`src/include/fb_pkg.sv`:
```
// shared constants and types for the fieldbus slot and shared-data image
package fb_pkg;
    // ************************************************
    // image geometry
    // ************************************************
    localparam int DIN_WORDS  = 16;
    localparam int DOUT_WORDS = 28;
    localparam int RD_WORDS   = 10;
    localparam logic [4:0] RD_LAST_OFS   = 5'h0a;
    localparam logic [2:0] INT_IN_PER    = 3'h2;
    localparam logic [2:0] INT_OUT_PER   = 3'h2;
    localparam logic [2:0] FLT_IN_PER    = 3'h4;
    localparam logic [2:0] FLT_OUT_PER   = 3'h3;
    localparam logic [4:0] FLT_OUT_OFS   = 5'h01;
    localparam logic [4:0] SD_INT_IO     = 5'h17;
    localparam logic [4:0] SD_FLT_IO     = 5'h1c;
    localparam logic [4:0] SD_INT_IN_B   = 5'h08;
    localparam logic [4:0] SD_FLT_IN_B   = 5'h10;
    localparam logic [4:0] SD_INT_OUT_B  = 5'h08;
    localparam logic [4:0] SD_FLT_OUT_B  = 5'h0d;
    localparam logic [1:0] FLT_STAT_POS  = 2'h3;
    // ************************************************
    // status word bits and shared-data codes
    // ************************************************
    localparam int ST_OK_BIT  = 15;
    localparam int ST_UPD_BIT = 14;
    localparam int ST_INT_BIT = 13;
    localparam int CMD_STR_BIT = 8;
    localparam logic [7:0] CMD_NULL  = 8'h00;
    localparam logic [7:0] CMD_READ  = 8'h01;
    localparam logic [7:0] CMD_WRITE = 8'h02;
    localparam logic [15:0] SDS_NULL  = 16'h0000;
    localparam logic [15:0] SDS_OK    = 16'h0001;
    localparam logic [15:0] SDS_NAME  = 16'h0002;
    localparam logic [15:0] SDS_CMD   = 16'h0003;
    localparam logic [15:0] SDS_PROT  = 16'h0004;
    // ************************************************
    // register map (byte addresses)
    // ************************************************
    localparam logic [8:0] REG_CFG    = 9'h000;
    localparam logic [8:0] REG_SIZE   = 9'h004;
    localparam logic [8:0] REG_CTRL   = 9'h008;
    localparam logic [8:0] REG_SDREQ  = 9'h00c;
    localparam logic [8:0] REG_SDRSP  = 9'h010;
    localparam logic [8:0] REG_SDSTAT = 9'h014;
    localparam logic [1:0] WIN_DIN    = 2'h1;
    localparam logic [1:0] WIN_DOUT   = 2'h2;
    localparam logic [8:0] REG_RD_B   = 9'h100;
    localparam logic [8:0] REG_RD_E   = 9'h128;
    localparam int CTRL_UPD_BIT = 0;
    localparam int CTRL_OK_BIT  = 1;
    localparam int SDREQ_PEND_BIT = 16;

    typedef enum logic [1:0] {FMT_INT = 2'h0, FMT_DIV = 2'h1, FMT_FLT = 2'h2} fmt_t;
    typedef struct packed {
        logic [6:0] node;
        logic       sd_en;
        fmt_t       fmt;
        logic [1:0] slots_m1;
    } cfg_t;
    localparam cfg_t CFG_RST = '{node: 7'h00, sd_en: 1'b0, fmt: FMT_INT, slots_m1: 2'h0};
    typedef struct packed {
        logic [4:0] in_words;
        logic [4:0] out_words;
        logic [4:0] sd_in_base;
        logic [4:0] sd_out_base;
    } layout_t;
    typedef struct packed {
        logic        valid;
        logic        wr;
        logic [6:0]  node;
        logic [4:0]  addr;
        logic [15:0] wdata;
    } link_req_t;
    typedef struct packed {
        logic found;
        logic prot;
        logic is_str;
    } sd_rsp_t;
endpackage

```
`src/logic/fb_layout.sv`:
```
// image sizes and shared-data area bases from the configuration
`timescale 1ns/100ps
module fb_layout (
    // configuration
    input  wire fb_pkg::cfg_t    i_cfg,
    // resulting layout
    output fb_pkg::layout_t      o_layout
);
    logic [4:0] n;

    // word counts per slot and format, fixed sizes with shared data
    always_comb begin
        n = 5'(i_cfg.slots_m1) + 5'h01; // five bits so four slots times four words does not wrap
        o_layout = '0;
        if (i_cfg.fmt == fb_pkg::FMT_FLT) begin
            o_layout.in_words    = 5'(n * fb_pkg::FLT_IN_PER);
            o_layout.out_words   = 5'(n * fb_pkg::FLT_OUT_PER) + fb_pkg::FLT_OUT_OFS;
            o_layout.sd_in_base  = fb_pkg::SD_FLT_IN_B;
            o_layout.sd_out_base = fb_pkg::SD_FLT_OUT_B;
        end else begin
            o_layout.in_words    = 5'(n * fb_pkg::INT_IN_PER);
            o_layout.out_words   = 5'(n * fb_pkg::INT_OUT_PER);
            o_layout.sd_in_base  = fb_pkg::SD_INT_IN_B;
            o_layout.sd_out_base = fb_pkg::SD_INT_OUT_B;
        end
        if (i_cfg.sd_en) begin
            o_layout.in_words  = (i_cfg.fmt == fb_pkg::FMT_FLT) ? fb_pkg::SD_FLT_IO : fb_pkg::SD_INT_IO;
            o_layout.out_words = o_layout.in_words;
        end
    end
endmodule

```
`src/logic/fb_sd_interp.sv`:
```
// shared-data command interpreter: change detection, status and read validity
`timescale 1ns/100ps
module fb_sd_interp (
    // clock and reset
    input  wire logic            i_clk,
    input  wire logic            i_rst,
    // command from the output image
    input  wire logic            i_en,
    input  wire logic [15:0]     i_cmd,
    // lookup answer from software
    input  wire logic            i_rsp_valid,
    input  wire fb_pkg::sd_rsp_t i_rsp,
    // results
    output logic [15:0]          o_status,
    output logic [15:0]          o_cmd,
    output logic                 o_pending,
    output logic                 o_rd_valid
);
    typedef enum logic {SD_IDLE, SD_WAIT} sd_state_t;
    typedef struct packed {
        sd_state_t   state;
        logic [15:0] prev;
        logic [15:0] cmd;
        logic [15:0] status;
        logic        rdv;
    } sd_st_t;
    sd_st_t s_reg;
    sd_st_t s_next;
    logic   is_wr;

    // act only on a changed command word; answer once per change
    always_comb begin
        s_next = s_reg;
        is_wr  = (s_reg.cmd[7:0] == fb_pkg::CMD_WRITE);
        if (!i_en) begin
            s_next = '0;
        end else if (i_cmd != s_reg.prev) begin
            s_next.prev  = i_cmd;
            s_next.cmd   = i_cmd;
            s_next.state = SD_IDLE;
            if (i_cmd[7:0] == fb_pkg::CMD_NULL) begin
                s_next.status = fb_pkg::SDS_NULL;
            end else if (i_cmd[7:0] == fb_pkg::CMD_READ || i_cmd[7:0] == fb_pkg::CMD_WRITE) begin
                s_next.state  = SD_WAIT;
                s_next.status = fb_pkg::SDS_NULL;
            end else begin
                s_next.status = fb_pkg::SDS_CMD;
            end
        end else begin
            case (s_reg.state)
                SD_WAIT: begin
                    if (i_rsp_valid) begin
                        s_next.state = SD_IDLE;
                        s_next.rdv   = 1'b0;
                        if (!i_rsp.found) begin
                            s_next.status = fb_pkg::SDS_NAME;
                        end else if (is_wr && i_rsp.prot) begin
                            s_next.status = fb_pkg::SDS_PROT;
                        end else if (is_wr && (s_reg.cmd[fb_pkg::CMD_STR_BIT] != i_rsp.is_str)) begin
                            s_next.status = fb_pkg::SDS_CMD;
                        end else begin
                            s_next.status = fb_pkg::SDS_OK;
                            s_next.rdv    = ~is_wr;
                        end
                    end
                end
                default: s_next.state = SD_IDLE;
            endcase
        end
    end

    // state register
    always_ff @(posedge i_clk or posedge i_rst) begin
        if (i_rst) begin
            s_reg <= '0;
        end else begin
            s_reg <= s_next;
        end
    end

    assign o_status   = s_reg.status;
    assign o_cmd      = s_reg.cmd;
    assign o_pending  = (s_reg.state == SD_WAIT);
    assign o_rd_valid = s_reg.rdv;
endmodule

```
`src/logic/fb_slot_image.sv`:
```
// cyclic slot image with shared-data channel, fieldbus link and register slave
// Function
// - integer slot gives weight word, status word
// - one to four slots, same format
// - slot data integer, division or float
// - word counts from slots, format, shared data
// - master reads inputs, writes outputs each cycle
// - every slot owns its own image words
// - shared data appended only when enabled
// - value length at most ten words
// - read field present only after read
// - refuse string/float type mismatched writes
// - status word codes zero to four
// - shared input: status then read field
// - status shows ok, update, integrity bits
// - answer only at configured node address
// - execute only on changed command word
// - integer/division slot two words each way
// - float slot four in, three out words
`timescale 1ns/100ps
module fb_slot_image (
    // clock and reset
    input  wire logic              i_clk,
    input  wire logic              i_rst,
    // avalon-mm register slave
    input  wire logic [8:0]        i_avs_address,
    input  wire logic              i_avs_read,
    input  wire logic              i_avs_write,
    input  wire logic [31:0]       i_avs_writedata,
    input  wire logic [3:0]        i_avs_byteenable,
    output logic [31:0]            o_avs_readdata,
    output logic                   o_avs_waitrequest,
    // fieldbus controller link
    input  wire fb_pkg::link_req_t i_link,
    output logic [15:0]            o_link_rdata,
    output logic                   o_link_ack,
    // image sizes and shared-data state
    output logic [4:0]             o_in_words,
    output logic [4:0]             o_out_words,
    output logic                   o_sd_pending
);
    // ************************************************
    // state
    // ************************************************
    typedef struct packed {
        fb_pkg::cfg_t                           cfg;
        fb_pkg::layout_t                        lay;
        logic                                   upd;
        logic                                   ok;
        logic                                   integ;
        logic [fb_pkg::DIN_WORDS-1:0][15:0]     din;
        logic [fb_pkg::DOUT_WORDS-1:0][15:0]    dout;
        logic [fb_pkg::RD_WORDS-1:0][15:0]      rdf;
        logic                                   wreq;
        logic [31:0]                            rdata;
        logic                                   lack;
        logic [15:0]                            lrdata;
    } st_t;
    st_t             st_reg;
    st_t             st_next;
    fb_pkg::layout_t lay_comb;
    logic [15:0]     sd_status;
    logic [15:0]     sd_cmd;
    logic            sd_pend;
    logic            sd_rdv;
    logic            rsp_valid;
    logic [15:0]     sd_cmd_word;
    logic [31:0]     rmux;
    logic [4:0]      oidx;

    // ************************************************
    // helpers
    // ************************************************
    // input image word as the master sees it
    function automatic logic [15:0] link_word(input st_t s, input logic [15:0] stat_w,
                                              input logic rd_ok, input logic [4:0] idx);
        logic [4:0]  off;
        logic [15:0] w;
        logic        is_stat;
        off     = 5'(idx - s.lay.sd_in_base);
        w       = 16'h0000;
        is_stat = (s.cfg.fmt == fb_pkg::FMT_FLT) ? (idx[1:0] == fb_pkg::FLT_STAT_POS)
                                                 : idx[0];
        if (s.cfg.sd_en && idx >= s.lay.sd_in_base) begin
            if (off == 5'h00) begin
                w = stat_w;
            end else if (rd_ok && off <= fb_pkg::RD_LAST_OFS) begin
                w = s.rdf[4'(off - 5'h01)];
            end
        end else if (idx < s.lay.in_words && !idx[4]) begin
            w = s.din[idx[3:0]];
            if (is_stat) begin
                w[fb_pkg::ST_OK_BIT]  = s.ok & ~s.upd;
                w[fb_pkg::ST_UPD_BIT] = s.upd;
                w[fb_pkg::ST_INT_BIT] = s.integ;
            end
        end
        return w;
    endfunction

    // byte-lane merge for the low half of a register
    function automatic logic [15:0] merge16(input logic [15:0] old, input logic [31:0] wd,
                                            input logic [3:0] be);
        logic [15:0] r;
        r = old;
        if (be[0]) begin
            r[7:0] = wd[7:0];
        end
        if (be[1]) begin
            r[15:8] = wd[15:8];
        end
        return r;
    endfunction

    // ************************************************
    // submodules
    // ************************************************
    // sizes follow slots, format and shared-data enable
    fb_layout u_layout (
        .i_cfg    (st_reg.cfg),
        .o_layout (lay_comb)
    );

    // shared-data command word sits at the head of the output shared area
    assign sd_cmd_word = st_reg.dout[st_reg.lay.sd_out_base];

    fb_sd_interp u_sd (
        .i_clk       (i_clk),
        .i_rst       (i_rst),
        .i_en        (st_reg.cfg.sd_en),
        .i_cmd       (sd_cmd_word),
        .i_rsp_valid (rsp_valid),
        .i_rsp       (fb_pkg::sd_rsp_t'(i_avs_writedata[2:0])),
        .o_status    (sd_status),
        .o_cmd       (sd_cmd),
        .o_pending   (sd_pend),
        .o_rd_valid  (sd_rdv)
    );

    // ************************************************
    // register read mux
    // ************************************************
    // unmapped addresses read zero and still complete
    always_comb begin
        rmux = 32'h0000_0000;
        oidx = i_avs_address[6:2];
        if (i_avs_address == fb_pkg::REG_CFG) begin
            rmux[15:0] = 16'(st_reg.cfg);
        end else if (i_avs_address == fb_pkg::REG_SIZE) begin
            rmux[15:0] = {3'h0, st_reg.lay.out_words, 3'h0, st_reg.lay.in_words};
        end else if (i_avs_address == fb_pkg::REG_CTRL) begin
            rmux[fb_pkg::CTRL_UPD_BIT] = st_reg.upd;
            rmux[fb_pkg::CTRL_OK_BIT]  = st_reg.ok;
        end else if (i_avs_address == fb_pkg::REG_SDREQ) begin
            rmux[15:0] = sd_cmd;
            rmux[fb_pkg::SDREQ_PEND_BIT] = sd_pend;
        end else if (i_avs_address == fb_pkg::REG_SDSTAT) begin
            rmux[15:0] = sd_status;
        end else if (!i_avs_address[8] && i_avs_address[7:6] == fb_pkg::WIN_DIN) begin
            rmux[15:0] = st_reg.din[i_avs_address[5:2]];
        end else if (!i_avs_address[8] && i_avs_address[7] && oidx < 5'(fb_pkg::DOUT_WORDS)) begin
            rmux[15:0] = st_reg.dout[oidx];
        end else if (i_avs_address >= fb_pkg::REG_RD_B && i_avs_address < fb_pkg::REG_RD_E) begin
            rmux[15:0] = st_reg.rdf[4'(i_avs_address[5:2])];
        end
    end

    // lookup answer is taken at the completion edge of its write
    assign rsp_valid = !st_reg.wreq && i_avs_write && i_avs_address == fb_pkg::REG_SDRSP;

    // ************************************************
    // next state
    // ************************************************
    always_comb begin
        st_next      = st_reg;
        st_next.lay  = lay_comb;
        st_next.lack = 1'b0;

        // avalon: wait one cycle, then complete with waitrequest low
        if (!st_reg.wreq) begin
            st_next.wreq = 1'b1;
            if (i_avs_write) begin
                if (i_avs_address == fb_pkg::REG_CFG) begin
                    st_next.cfg = fb_pkg::cfg_t'(12'(merge16(16'(st_reg.cfg), i_avs_writedata,
                                                             i_avs_byteenable)));
                end else if (i_avs_address == fb_pkg::REG_CTRL && i_avs_byteenable[0]) begin
                    st_next.upd = i_avs_writedata[fb_pkg::CTRL_UPD_BIT];
                    st_next.ok  = i_avs_writedata[fb_pkg::CTRL_OK_BIT];
                    if (st_reg.upd && !i_avs_writedata[fb_pkg::CTRL_UPD_BIT]) begin
                        st_next.integ = ~st_reg.integ;
                    end
                end else if (!i_avs_address[8] && i_avs_address[7:6] == fb_pkg::WIN_DIN) begin
                    st_next.din[i_avs_address[5:2]] = merge16(st_reg.din[i_avs_address[5:2]],
                                                              i_avs_writedata, i_avs_byteenable);
                end else if (i_avs_address >= fb_pkg::REG_RD_B && i_avs_address < fb_pkg::REG_RD_E) begin
                    st_next.rdf[4'(i_avs_address[5:2])] = merge16(st_reg.rdf[4'(i_avs_address[5:2])],
                                                                  i_avs_writedata,
                                                                  i_avs_byteenable);
                end
            end
        end else if (i_avs_read || i_avs_write) begin
            st_next.wreq  = 1'b0;
            st_next.rdata = i_avs_read ? rmux : 32'h0000_0000;
        end

        // fieldbus link: serve only our own node address
        if (i_link.valid && i_link.node == st_reg.cfg.node) begin
            st_next.lack = 1'b1;
            if (i_link.wr) begin
                st_next.lrdata = 16'h0000;
                if (i_link.addr < st_reg.lay.out_words) begin
                    st_next.dout[i_link.addr] = i_link.wdata;
                end
            end else begin
                st_next.lrdata = link_word(st_reg, sd_status, sd_rdv, i_link.addr);
            end
        end
    end

    // ************************************************
    // registers
    // ************************************************
    always_ff @(posedge i_clk or posedge i_rst) begin
        if (i_rst) begin
            st_reg      <= '0;
            st_reg.cfg  <= fb_pkg::CFG_RST;
            st_reg.wreq <= 1'b1;
        end else begin
            st_reg <= st_next;
        end
    end

    // outputs straight from the state register, pending from the interpreter's
    assign o_avs_readdata    = st_reg.rdata;
    assign o_avs_waitrequest = st_reg.wreq;
    assign o_link_rdata      = st_reg.lrdata;
    assign o_link_ack        = st_reg.lack;
    assign o_in_words        = st_reg.lay.in_words;
    assign o_out_words       = st_reg.lay.out_words;
    assign o_sd_pending      = sd_pend;
endmodule

```
`config.mk`:
```
export PLATFORM = sky130hd
export DESIGN_NAME = fb_slot_image
export DESIGN_NICKNAME = d
export VERILOG_FILES = /design/src/include/fb_pkg.sv /design/src/logic/fb_layout.sv /design/src/logic/fb_sd_interp.sv /design/src/logic/fb_slot_image.sv
export SDC_FILE = /design/constraint.sdc
export NUM_CORES = 2
export LEC_CHECK = 0
export BUFFER_PORTS_ARGS = -buffer_cell sky130_fd_sc_hd__buf_2
export CORE_ASPECT_RATIO = 1.75
export CORE_MARGIN = 8
export CORE_UTILIZATION = 32
export DETAILED_ROUTE_END_ITERATION = 16
export MAX_ROUTING_LAYER = met4
export PLACE_DENSITY = 0.47
export SYNTH_ARGS = -nofsm -noshare
export SYNTH_HDL_FRONTEND = slang
export SYNTH_HIERARCHICAL = 1
export SYNTH_SLANG_ARGS = --single-unit
```
`constraint.sdc`:
```
create_clock -name i_clk -period 34.4 [get_ports i_clk]
set_input_delay 1.72 -clock i_clk [delete_from_list [all_inputs] [get_ports i_clk]]
set_output_delay 1.72 -clock i_clk [all_outputs]
set_load 0.005 [all_outputs]
```
---- After elaboration in Yosys (flattened, before gate mapping) ----
Index checks and enable logic that the tools add are counted.
W data, S select, Z words.
storage, ports and cells
  register bits ........................... 999
  output and inout bits ................... 61
  word-level logic and storage cells ...... 248
cells by class
  multiply operators ...................... 1
  add/sub/neg operators ................... 4
  equal/unequal tests ..................... 20
  bitwise gates (word level) .............. 8
  reductions and logical operators ........ 35
  mux-type cells .......................... 90
  $lt $le $gt $ge ......................... 15
operators with widths
  kind                  number
  $bwmux W448           1
  $mux W16              24
  $bmux W16 S4          4
  $bwmux W256           1
  $mux W8               26
  $bmux W16 S5          2
  $bwmux W160           1
  $demux W16 S5         1
  $mux W17              4
  $demux W16 S4         1
  $mux W50              1
  $mux W33              1
  $mux W32              1
  $mux W20              1
  $eq A9 B4 Y1 const B  2
  $eq A9 B5 Y1 const B  2
  $lt A5 B6 Y1 const B  3
  $eq A8 B2 Y1 const B  2
  $logic_and A1 B1 Y1   16
  $ne A16 B16 Y1        1
  $lt A4 B5 Y1 const B  3
  $mux W15              1
  $mux W1               14
  $reduce_and A4 Y1     3
  37 further kinds      57

---- Logic depth before layout (Yosys ltp) ----
  depth in word-level cells ............... 13
  mapped depth ............................ 17
  depth with buffers taken out ............ 13

---- Modules after synthesis ----
Netlist, hierarchy kept.
by module, submodules not included
  module         cells an instance  area an instance (um^2)  times used  seq. area each (um^2)
  fb_slot_image  4058               51868.5                  1           23373.7
  fb_sd_interp   106                1122.3                   1           525.5
  fb_layout      38                 270.3                    1           0.0

---- Least setup slack after synthesis ----
No wires, ideal clock.
  path type ............................... input-to-reg
  start ................................... in i_link[16] (netlist bit)
  end ..................................... reg st_reg (netlist bit o_link_rdata[0])
  library setup time ...................... 118 ps
  setup slack ............................. 29122 ps
  cell stages on the path ................. 15
  data required time ...................... 34282 ps
  arrival ................................. 5160 ps
  path through ............................ buf_2 buf_2 inv_1 clkbuf_1 ha_1 inv_1 fa_1 inv_1 ha_1 xor2_1 clkbuf_1 mux2_2 mux2i_1 o221ai_1 a21o_1
on the way
  cells in the longest elaborated chain, start to end .. 8
RTL lines
  what                            RTL line              source
  from (decl)                     fb_slot_image.sv:34   input wire fb_pkg::link_req_t i_link,
  $sub A5 B5 Y5                   fb_slot_image.sv:80   off = 5'(idx - s.lay.sd_in_base);
  $sub A4 B1 Y4                   fb_slot_image.sv:88   w = s.rdf[4'(off - 5'h01)];
  $bmux W16 S4                    fb_slot_image.sv:88
  $mux W16 (not written as such)  fb_slot_image.sv:88
  $mux W16                        fb_slot_image.sv:87   end else if (rd_ok && off <= fb_pkg::RD_LAST_OFS) begin
  $mux W16                        fb_slot_image.sv:85   if (off == 5'h00) begin
  $mux W16 (*)                    fb_slot_image.sv:84   if (s.cfg.sd_en && idx >= s.lay.sd_in_base) begin
  $mux W16 (*)                    fb_slot_image.sv:209  if (i_link.wr) begin
  to (signal assigned)            fb_slot_image.sv:229  st_reg <= st_next;
  to (decl)                       fb_slot_image.sv:59   st_t st_reg;
Every way passes the cells marked *; elsewhere a longest branch is shown, timed or not. The select of a mux whose other input is x is not followed.
A chain may end at the register's enable or synchronous reset.

---- Worst setup path after layout ----
  start ................................... in i_link[16] (netlist bit)
  end ..................................... reg st_reg (netlist bit o_link_rdata[1])
Same word-level chain as after synthesis.

==> out/qor.txt <==
Dpl ws -> 27.96 ns
# hold bufs at CTS -> 0
Critical path's largest stage delay -> 0.66 ns
GR Layer Usage met2 -> 36.4%
Setup crit start -> i_link[16]
Area Overhead vs Synth -> 9.92%
Synth top area share -> 44.8%
Overall power -> 2.55 mW
Most frequent cells in the layout -> dfrtp_1 (950), nand2_1 (467), mux4_2 (425), mux2_2 (361), o21ai_0 (275)
Die Area -> 0.180 mm^2
DRT Pass-1 Iters -> 6
Post CTS Setup Buffer Count -> 0
Clock skew -> 0.0499 ns
# rows -> 198
Synth Cell Area -> 0.0533 mm^2
Max reg flops -> 889
Largest net degree at the start of global routing -> 143
Crit path max fanout -> 33
Pwr Density -> 43.5 mW/mm^2
GRT overflow -> 0
CP Cell Sequence -> buf_4, inv_1, buf_4, ha_4, inv_1, fa_1, ha_1, buf_4, nand2b_1, buf_4, nor2_1, mux2i_1, o221ai_1, a21o_1
Buf/Inv on CP -> 6
DRC errors left -> 0
Post-DP Area -> 0.0552 mm^2
Ports -> 140
Seq/Total Area, Yosys -> 44.9%
Worst Hold Launch -> st_reg[914]
Tcrit/Tclk final -> 16.5%
CTS tree -> built
TritonCTS Buffers -> 95
Routing usage on met1 -> 25.6%
Commonest non-fill, non-tap cell in the layout -> dfrtp_1
Most numerous cell on the critical path -> buf_4
Seq cells post-synth -> 955
Startpoint types -> input pin
Delay-heaviest family, CP -> buffers and inverters
First-pass GRT wire length -> 282 mm
Max cap viols -> 0
Worst EP required -> 34.98 ns
Slowest CP cell -> mux2i_1
Root buf cell -> clkbuf_16
Average wire per standard cell -> 30.7 um
H-tree Lvls -> 3
Unique masters post-synth -> 86
Layout Cell Area excl Fill -> 0.0585 mm^2
Worst setup EP type -> register
YS warnings -> 6
Die height -> 556 um
Leak -> 26.5 nW
Fin worst setup slack -> 28.73 ns
Nets -> 4,180
Maximum root-to-sink buffer count -> 3
Final hold violation count -> 0
CTS Sinks -> 955
RSZ-0062 raised after global routing -> no
Resized Gates After CTS -> 0
Reg clk slew, reported paths -> 0.07 ns
Drt initial violations -> 2,460
Core area -> 0.166 mm^2
Asr flop ratio synth -> 100%
Initial antenna violation count -> 19
Max-Slew Margin vs Limit -> 13.5%
Final Setup Violations -> 0
Input/output buffers -> 106
Clk Latency, worst-skew pair -> 0.73 ns
Via count of the first global-routing pass -> 37,300
CP arrival -> 6.25 ns
Synth top area cells -> dfrtp_1 (45%), mux4_2 (18%), mux2_2 (7.6%)
Mapped Avg Cell Area -> 12.7 um^2
Vias per cell -> 5.61
Post-Route Setup TNS -> 0 ns
Mapped Cells -> 4,202
HP Class -> reg -> reg
Yosys top cell by area -> dfrtp_1
Crit Path Class -> in -> reg
GRT Overall Usage -> 21.9%
Slew @ Worst Pin -> 1.26 ns
Status -> finished clean
Routed Antenna Nets -> 0
Reg2reg start -> st_reg[918]
Highest Clock Rate -> 176 MHz
Most Crowded Layer GR -> met2
Final WL -> 195 mm
Final Util -> 35.3%
M3 GR Usage -> 2.74%
Minimum clock period -> 5.67 ns
Peak supply drop -> 0.0452 mV
Top_reg_cell synth -> dfrtp_1
Die width -> 324 um
Total number of vias -> 35,700
DPL Wire Length -> 126 mm
Starting Density -> 32.1%
Max Slew Vio Count -> 0
Share of cells above drive strength 1 -> 33.8%
RePlAce Congestion -> 0.937
Post-synth EDFFs -> 0
## worst paths after layout
| check | endpoint | slack, ns | cells after the start |
|---|---|---|---|
| setup / recovery | o_link_rdata[1] | 28.73 | 14 |
| hold reg to reg | st_reg[914] | 0.48 | 1 |
| max in group asynchronous | st_reg[698] | 30.04 | 5 |
| hold / removal | st_reg[914] | 0.48 | 1 |
| setup reg to reg | u_sd/o_rd_valid | 29.15 | 11 |
| min in group asynchronous | st_reg[535] | 1.24 | 2 |
## per-layer routing
layer  share of wire [%]  vias up
met5                   0        -
met4                 6.7        0
met3                 4.5      397
met2                  50     1142
met1                  39    19000
li1                    -    15200
## worst reg2reg max path, cell delays in order (launching register included)
cell     delay [ns]
dfrtp_4        0.97
buf_4          0.72
buf_4          0.71
mux4_2         0.60
mux2i_1        0.38
o22ai_1        0.15
mux2_2         0.38
xnor2_1        0.20
nand4_1        0.19
nor4_4         0.50
a21oi_1        0.13
a31o_2         0.22
## metrics by stage
stage | std cells | hold slack [ns]
3_3_place_gp | 6183 | 0.470
6_report | 6362 | 0.478
3_5_place_dp | 6183 | 0.468
4_1_cts | 6352 | 0.477
2_1_floorplan | 4232 | 0.445
5_1_grt | 6360 | 0.513
## logic make-up (layout without fill, tap and decap cells)
logic type	count (synthesis)	in the layout	synth area share (%)
adders and majority gates	21	21	0.507
buffers and inverters	502	422	4.67
xor gates and xnor gates	27	27	0.444
DFF	955	955	44.9
other	4	44	0.0282
AOI/OAI and AO/OA	668	668	7.40
and+or+nand+nor	865	865	7.56
muxes	1160	1160	34.5
## layout make-up
class | count | area [um^2]
antenna | 10 | 25.0
multi-input combinational | 2775 | 27100
clock buffer | 140 | 2820
tap | 2200 | 2750
timing repair buffer | 196 | 1260
clock inverter | 29 | 469
sequential | 955 | 23900
inverter | 57 | 231
fill | 16300 | 107000
## where the power goes
group / switching, mW / internal [mW]
clock network: 0.489 / 0.643
registers: 0.0207 / 1.15
logic: 0.167 / 0.0797
## Yosys cell counts, types with 22 or more instances
cell and number:
a21o_1 22, a21oi_1 189, and2_1 30, buf_1 54, buf_2 59, buf_4 86, buf_6 22, clkbuf_1 222
dfrtp_1 954, inv_1 54, mux2_2 361, mux2_4 200, mux2i_1 174, mux4_2 425, nand2_1 467, nand3_1 23
nor2_1 201, nor3_1 25, o21ai_0 275, o221ai_1 22, o22ai_1 30, xnor2_1 25
(Power assumes the default switching activity.)
